## src/nvram_params.svh

```systemverilog
// Purpose: constants for the nvram save/restore controller
// Assumes: 25 MHz system clock (40 ns period)
// Notes: times in their own unit, cycle counts derived from them
`ifndef NVRAM_PARAMS_SVH
`define NVRAM_PARAMS_SVH
`define CLK_PERIOD_NS 40
`define SAVE_TIME_MS 10
`define SAVE_CYCLES ((`SAVE_TIME_MS * 1000000) / `CLK_PERIOD_NS)
`define RESTORE_TIME_NS 1500
`define RESTORE_CYCLES (`RESTORE_TIME_NS / `CLK_PERIOD_NS)
`define ADDR_CTRL 32'h0000_0000
`define ADDR_STATUS 32'h0000_0004
`define ADDR_DATA 32'h0000_0008
`define CTRL_BIT_SET_LATCH 0
`define CTRL_BIT_CLR_LATCH 1
`define CTRL_BIT_SAVE 2
`define CTRL_BIT_RESTORE 3
`define CTRL_BIT_DAT_WR 4
`define CTRL_ADDR_LSB 8
`define CTRL_DATA_LSB 16
`define ST_BIT_LATCH 0
`define ST_BIT_RESTORED 1
`define ST_BIT_BUSY_SAVE 2
`define ST_BIT_BUSY_RESTORE 3
`endif

```

## src/nvram_pkg.sv

```systemverilog
// Purpose: shared types for the nvram save/restore controller
// Assumes: nothing beyond the parameters header
// Notes: state and bus phase carried as packed structs
package nvram_pkg;
    typedef enum logic [1:0] {ST_IDLE, ST_SAVE, ST_RESTORE} op_state_t;
    typedef struct packed {
        logic sel;
        logic write;
        logic [3:0] addr;
    } bus_phase_t;
endpackage

```

## src/nvram_ctrl.sv

```systemverilog
// Purpose: save/restore sequencing for a 16x16 nvram with AHB-Lite access
// Assumes: pins synchronous to clk_i; instructions issued as register writes
// Notes: ctrl at 0x0 (latch set/clear, save, restore, word write), status 0x4, data 0x8
//
// The register offsets and the AHB-Lite interface to the registers are this design's own decisions.
`timescale 1ns/10ps
`include "nvram_params.svh"
module nvram_ctrl
    import nvram_pkg::*;
#(
    parameter int SAVE_CYCLES = `SAVE_CYCLES,
    parameter int WORDS = 16,
    parameter int WIDTH = 16
) (
    // clock and reset
    input wire logic clk_i,
    input wire logic rst_n_i,
    // ahb-lite slave
    input wire logic hsel_i,
    input wire logic [31:0] haddr_i,
    input wire logic [1:0] htrans_i,
    input wire logic hwrite_i,
    input wire logic [2:0] hsize_i,
    input wire logic [31:0] hwdata_i,
    input wire logic hready_i,
    output logic [31:0] hrdata_o,
    output logic hreadyout_o,
    output logic hresp_o,
    // save / restore pins, active low
    input wire logic save_n_i,
    input wire logic restore_n_i,
    // supply monitor, high while supply is below the save threshold
    input wire logic supply_low_i,
    // status
    output logic busy_o
);
    localparam int RST_CYCLES = `RESTORE_CYCLES;
    localparam int CW = $clog2(SAVE_CYCLES + 1);

    typedef struct packed {
        op_state_t st;
        logic [CW-1:0] cnt;
        logic latch;
        logic restored;
        bus_phase_t ph;
        logic [31:0] rdata;
    } state_t;

    state_t q, d;
    logic [WIDTH-1:0] ram_q [WORDS];
    logic [WIDTH-1:0] nv_q [WORDS];

    // ------------------------------------------------------------
    // register bus decode
    // ------------------------------------------------------------
    logic wr_ctrl;
    logic [31:0] wd;
    logic i_set, i_clr, i_save, i_rest, i_wr;
    logic p_save, p_rest, save_go, rest_go, save_ok;

    assign wd = hwdata_i;
    // an instruction executes in the data phase of a ctrl write
    assign wr_ctrl = q.ph.sel && q.ph.write && q.ph.addr == `ADDR_CTRL;
    assign i_set = wr_ctrl && wd[`CTRL_BIT_SET_LATCH];
    assign i_clr = wr_ctrl && wd[`CTRL_BIT_CLR_LATCH];
    assign i_save = wr_ctrl && wd[`CTRL_BIT_SAVE];
    assign i_rest = wr_ctrl && wd[`CTRL_BIT_RESTORE];
    assign i_wr = wr_ctrl && wd[`CTRL_BIT_DAT_WR];
    // pins count only when no instruction is being executed
    assign p_save = !save_n_i && restore_n_i && !wr_ctrl;
    assign p_rest = !restore_n_i && save_n_i && !wr_ctrl;
    assign save_ok = q.latch && q.restored && !supply_low_i;
    assign save_go = q.st == ST_IDLE && (p_save || i_save) && save_ok;
    // save wins over a coincident restore
    assign rest_go = q.st == ST_IDLE && (p_rest || i_rest) && !save_go;

    // ------------------------------------------------------------
    // operation sequencing
    // ------------------------------------------------------------
    always_comb begin
        d = q;
        d.ph.sel = hsel_i && hready_i && htrans_i[1];
        d.ph.write = hwrite_i;
        d.ph.addr = haddr_i[3:0];
        if (i_set) begin
            d.latch = 1'b1;
        end
        if (i_clr) begin
            d.latch = 1'b0;
        end
        unique case (q.st)
            ST_IDLE: begin
                if (save_go) begin
                    d.st = ST_SAVE;
                    d.cnt = CW'(SAVE_CYCLES - 1);
                end else if (rest_go) begin
                    d.st = ST_RESTORE;
                    d.cnt = CW'(RST_CYCLES - 1);
                end
            end
            ST_SAVE: begin
                if (q.cnt == '0) begin
                    d.st = ST_IDLE;
                    d.latch = 1'b0;
                end else begin
                    d.cnt = q.cnt - 1'b1;
                end
            end
            ST_RESTORE: begin
                if (q.cnt == '0) begin
                    d.st = ST_IDLE;
                    d.restored = 1'b1;
                end else begin
                    d.cnt = q.cnt - 1'b1;
                end
            end
            // unused code: drop back to idle rather than lock up
            default: begin
                d.st = ST_IDLE;
            end
        endcase
        // read data registered in the address phase, stands through the data phase
        d.rdata = '0;
        if (d.ph.sel && !hwrite_i) begin
            if (haddr_i[3:0] == `ADDR_STATUS) begin
                d.rdata[`ST_BIT_LATCH] = q.latch;
                d.rdata[`ST_BIT_RESTORED] = q.restored;
                d.rdata[`ST_BIT_BUSY_SAVE] = q.st == ST_SAVE;
                d.rdata[`ST_BIT_BUSY_RESTORE] = q.st == ST_RESTORE;
            end else if (haddr_i[3:0] == `ADDR_DATA) begin
                d.rdata[WIDTH-1:0] = ram_q[q.ph.sel && q.ph.write && q.ph.addr == `ADDR_CTRL ?
                    wd[`CTRL_ADDR_LSB +: 4] : hwdata_i[`CTRL_ADDR_LSB +: 4]];
            end
        end
    end

    always_ff @(posedge clk_i or negedge rst_n_i) begin
        if (!rst_n_i) begin
            q <= '0;
            // power-up restore starts straight after reset
            q.st <= ST_RESTORE;
            q.cnt <= CW'(RST_CYCLES - 1);
        end else begin
            q <= d;
        end
    end

    // ------------------------------------------------------------
    // arrays
    // ------------------------------------------------------------
    // no reset here: the backup copy must outlive a power cycle
    // whole-array copies happen in the final cycle of each operation
    always_ff @(posedge clk_i) begin
        if (q.st == ST_RESTORE && q.cnt == '0) begin
            ram_q <= nv_q;
        end else if (i_wr && q.restored && q.latch && q.st == ST_IDLE) begin
            ram_q[wd[`CTRL_ADDR_LSB +: 4]] <= wd[`CTRL_DATA_LSB +: WIDTH];
        end
        if (q.st == ST_SAVE && q.cnt == '0) begin
            nv_q <= ram_q;
        end
    end

    // ------------------------------------------------------------
    // bus and status outputs
    // ------------------------------------------------------------
    assign hrdata_o = q.rdata;
    assign hreadyout_o = 1'b1;
    assign hresp_o = 1'b0;
    assign busy_o = q.st != ST_IDLE;
endmodule

```

## config.mk

```make
export PLATFORM = sky130hd
export DESIGN_NAME = nvram_ctrl
export DESIGN_NICKNAME = d
export VERILOG_FILES = /design/src/nvram_pkg.sv /design/src/nvram_ctrl.sv
export VERILOG_INCLUDE_DIRS = /design/src
export SDC_FILE = /design/constraint.sdc
export NUM_CORES = 1
export LEC_CHECK = 0
export ABC_CLOCK_PERIOD_IN_PS = 8400
export BUFFER_PORTS_ARGS = -buffer_cell sky130_fd_sc_hd__buf_2
export CAP_MARGIN = 0
export CORE_ASPECT_RATIO = 0.9
export CORE_MARGIN = 4
export CORE_UTILIZATION = 30
export DETAILED_ROUTE_END_ITERATION = 10
export GPL_ROUTABILITY_DRIVEN = 0
export GPL_TIMING_DRIVEN = 0
export PLACE_DENSITY = 0.46
export SETUP_SLACK_MARGIN = 0.1
export SYNTH_ARGS = -nofsm -noshare
export SYNTH_HDL_FRONTEND = slang
export SYNTH_SLANG_ARGS = --single-unit
```

## constraint.sdc

```tcl
create_clock -name clk_i -period 8.4 [get_ports clk_i]
set_input_delay 0.84 -clock clk_i [delete_from_list [all_inputs] [get_ports clk_i]]
set_output_delay 0.84 -clock clk_i [all_outputs]
set_load 0.005 [all_outputs]
```

# ---- After elaboration in Yosys (flattened, before gate mapping)
# Index checks and enable logic that the tools add are counted.
dict set report totals {
  reg_bits 556
  in_bits 77
  out_inout_bits 35
  word_cells 117
}
dict set report classes {
  addsub 1
  order_cmp 2
  eq_ne 7
  mux 22
  n_bitwise 1
  n_reduce_logical 44
}
# op n
set op_table {}
lappend op_table {{256-bit 2-to-1 mux} 2}
lappend op_table {{256-bit bitwise mux} 1}
lappend op_table {{16-bit 2-to-1 mux} 5}
lappend op_table {{16-bit binary-select mux with 4-bit select} 1}
lappend op_table {{16-bit demux with 4-bit select} 1}
lappend op_table {{20-bit 2-to-1 mux} 2}
lappend op_table {{18-bit case mux with 2 select lines} 1}
lappend op_table {{1-bit logical AND} 26}
lappend op_table {{18-bit logical NOT} 1}
lappend op_table {{18-bit 2-to-1 mux} 1}
lappend op_table {{18-bit by 1-bit subtractor with 18-bit output, second input constant} 1}
lappend op_table {{12-bit 2-to-1 mux} 1}
lappend op_table {{1-bit logical NOT} 6}
lappend op_table {{2-bit nonzero test} 3}
lappend op_table {{5-bit >= comparator, second input constant} 1}
lappend op_table {{5-bit by 1-bit less-than comparator with 1-bit output, second input constant} 1}
lappend op_table {{4-bit inverter with 5-bit output} 1}
lappend op_table {{4-bit by 3-bit equality test with 1-bit output, second input constant} 1}
lappend op_table {{4-bit equality test, second input constant} 1}
lappend op_table {{4-bit logical NOT} 1}
lappend op_table {{1-bit 2-to-1 mux} 4}
lappend op_table {{4-bit 2-to-1 mux} 1}
lappend op_table {{2-bit case mux with 2 select lines} 1}
lappend op_table {{2-bit AND reduction} 2}
lappend op_table {{other kinds (10)} 11}

# ---- Longest topological paths before layout
dict set report depth {
  word_depth 12
  mapped_depth 10
  ltp_nobuf 8
}

# ---- Worst setup path before layout
# Ideal clock, no wire load.
dict set report synth_timing {
  path_type {register -> register}
  start {register q[44] (netlist bit)}
  end {register nv_q[0] (netlist bit) (enable)}
  setup_ns 0.651
  arrival_time_ns 6.998
  required_ns 7.749
  slack_ns 0.751
  path_stages_with_launch 5
  period_less_slack_ns 7.649
  path_cell_list {dfrtp_1 > nor4_2 > nand4_1 > nor2b_1 > and2_1}
}
dict set report synth_via {
  elab_chain_len 2
}
# item line
set synth_rtl {}
lappend synth_rtl {{start: declaration} nvram_ctrl.sv:49} ;# state_t q, d;
lappend synth_rtl {{18-bit logical NOT} nvram_ctrl.sv:159} ;# if (q.st == ST_SAVE && q.cnt == '0) begin
lappend synth_rtl {{1-bit logical AND} nvram_ctrl.sv:159}
lappend synth_rtl {{end signal: assignment} nvram_ctrl.sv:160} ;# nv_q <= ram_q;
lappend synth_rtl {{end: declaration} nvram_ctrl.sv:51} ;# logic [WIDTH-1:0] nv_q [WORDS];
# No other way between the ends.
# A chain may end at the register's enable or synchronous reset.

==> out/qor.csv <==
metric,value,unit
Worst Setup End Kind,register,
final period utilization,44.90,%
PortBufs,36,
VDD IR-drop max,0.1495,mV
Slew Limit Fails,0,
Gate Count Post-Synth,1784,
drt drc,0,
clock tree buffer depth,3,
htree depth,2,
reg2reg setup slack,4.68,ns
leakage power,10.17,nW
worst r2r src,q[44],
Clock Tree Root,clkbuf_16,
"commonest non-fill, non-tap cells in the layout","nand2_1 (527), edfxtp_1 (512), nand3_1 (259)",
clk_lat worst skew,0.62,ns
"Req. time, crit path",8.71,ns
Worst path slowest cell,nor3_2,
status,"finished, final reports clean",
Yosys reg bits,556,
vias in the first global route,15160,
Yosys top cell by area,edfxtp_1,
cell count of the worst reg-to-reg path,8,
Post-CTS Resized,0,
cell family with most CP delay,simple AND/OR/NAND/NOR gates,
setup TNS,0,ns
DR WL/cell,24.05,um
Hold WS,0.1443,ns
DP HPWL,49260,um
core area,77920,um2
vias,14970,
total congestion overflow,0,
Worst Clk Skew,0.02910,ns
TritonCTS clock tree,done,
synthesized area,23640,um2
Slew HR,19.44,%
worst path cell trace,"buf_2, clkbuf_1, nand2_1, nor3_2, inv_1, o21ai_2, buf_8",
Row Count,97,
Die Span X,303.9,um
die area,83350,um2
Critical Path AT,4.08,ns
Worst Setup Path Type,input port to register,
Syn-to-layout area delta,16.63,%
largest net degree at the start of global routing,61,
"Top FF cell, synth",edfxtp_1,
pre-CTS WS,4.074,ns
CP peak stage delay,0.83,ns
CTS Hold Buffers Added,0,
Fin. Hold Viols,0,
net count reported at finish,2000,
Die Ht,274.3,um
RSZ-0062 raised after global routing,no,
fmax,0.2651,GHz
initial antenna violation count,10,
Yosys top cell area share,65.05,%
CTS Sinks,556,
yosys warns,0,
Reg-to-Reg End,ram_q[121],
"top cells by area, synth","edfxtp_1 (65%), nand2_1 (8.4%), mux4_2 (7.6%)",
Synth async-reset ratio,7.914,%
1st-pass router iterations,6,
Tot GR Track Use,17.01,%
sequential share of the synthesized area,69.72,%
global-route wire length before repair,105500,um
"Setup Fix Bufs, Post-CTS",0,
initial detailed-routing violation count,1515,
Worst Tran Pin Value,1.199,ns
Routed WL,72250,um
layout cells sized above 1,16.85,%
worst setup margin,4.628,ns
"EDFF count, synth",512,
post-synth cell types,58,
Post-Route Utilization,35.38,%
Max-cap violations,0,
"most common cell after layout, fill and taps aside",nand2_1,
"Buf+Inv Stages, Crit Path",4,
"Max FO, Critical Path",10,
clk slew on worst S/H paths,0.06,ns
Final setup viols,0,
CTS Buf Count,59,
vias per cell,4.983,
min-delay worst type,input port to async pin,
Period minus WS final,3.772,ns
PwrDens,221.1,nW/um2
# IOs,112,
crit start category,input port,
Post-DRT Antenna Nets,0,
"Avg Cell Area, Syn",13.25,um2
initial core utilization,30.34,%
worst register-to-register path, stage by stage, from the launching register on:
cell	delay, ns
dfrtp_1	0.44
nor4_2	0.39
nand4_1	0.30
nor2b_1	0.37
nand2_1	0.26
clkbuf_1	0.33
buf_1	0.57
o21ai_2	0.52
buf_8	0.23
per-layer routing:
layer / share of wire [%] / track usage (%) / vias up
met2: 45 / 26.22 / 572
met5: 0 / 0 / -
met1: 45 / 24.18 / 7664
met3: 7.8 / 3.947 / 77
met4: 2.3 / 4.644 / 0
li1: - / - / 6655
how the worst max path moves through the flow:
stage	endpoint	depth (start not counted)	from
finish	ram_q[199]	7	hwdata_i[9]
global route	ram_q[200]	7	hwdata_i[9]
CTS	ram_q[199]	7	hwdata_i[9]
detailed placement	ram_q[200]	7	hwdata_i[9]
global placement	nv_q[155]	4	q[44]
floorplan	nv_q[0]	4	q[44]
report_power, final:
part	switching, W	total, W	internal [W]
clock	0.00109	0.00255	0.00146
combinational	0.000294	0.000454	0.000160
sequential	0.0000460	0.00309	0.00304
total	0.00143	0.00609	0.00466
Yosys cell counts (4+ instances only):
| master | count |
|---|---|
| or3_1 | 4 |
| buf_4 | 35 |
| inv_1 | 24 |
| ha_1 | 5 |
| buf_2 | 37 |
| edfxtp_1 | 512 |
| buf_1 | 26 |
| nand2_1 | 527 |
| nor2b_1 | 15 |
| o21ai_1 | 6 |
| nand2b_1 | 9 |
| a211oi_1 | 4 |
| clkbuf_1 | 73 |
| a21oi_1 | 13 |
| o31ai_1 | 10 |
| a2bb2oi_1 | 5 |
| dfrtp_1 | 41 |
| nor3_1 | 8 |
| o21ai_0 | 17 |
| mux4_2 | 80 |
| nand3_1 | 259 |
| xnor2_1 | 5 |
| nor2_1 | 21 |
flip-flops by register name (all words and copies together), names as in the netlist:
register,cells
q,28
ram_q,256
hrdata_o,16
nv_q,256
cell type report:
cell class,count,area (um2)
buffer,171,819.5
sequential,556,16480
tap,1039,1300
inverter,24,90.09
clock inverter,29,240.2
clock buffer,78,1608
timing repair buffer,57,563.0
antenna,1,2.502
multi-input combinational,1049,6465
fill,7658,50350
cells by family after synthesis:
logic type      Yosys count  share of synthesized area [%]
compound gates           69                          2.054
xor+xnor                  5                         0.1853
fa+ha+maj                 5                         0.2647
simple gates            871                          16.23
flops                   556                          69.72
other cells               2                        0.03177
mux                      81                          7.665
buf+inv                 195                          3.848
per-stage QoR:
step	area, um2	std cells	total power, W
finish	27570	3004	0.006095
global route	27570	3003	0.006324
detailed placement	25700	2895	0.003603
global placement	25180	2875	0.003588
CTS	27550	3002	0.006155
floorplan	23700	1800	0.003426
No activity file was read; power rests on OpenSTA's default activity.
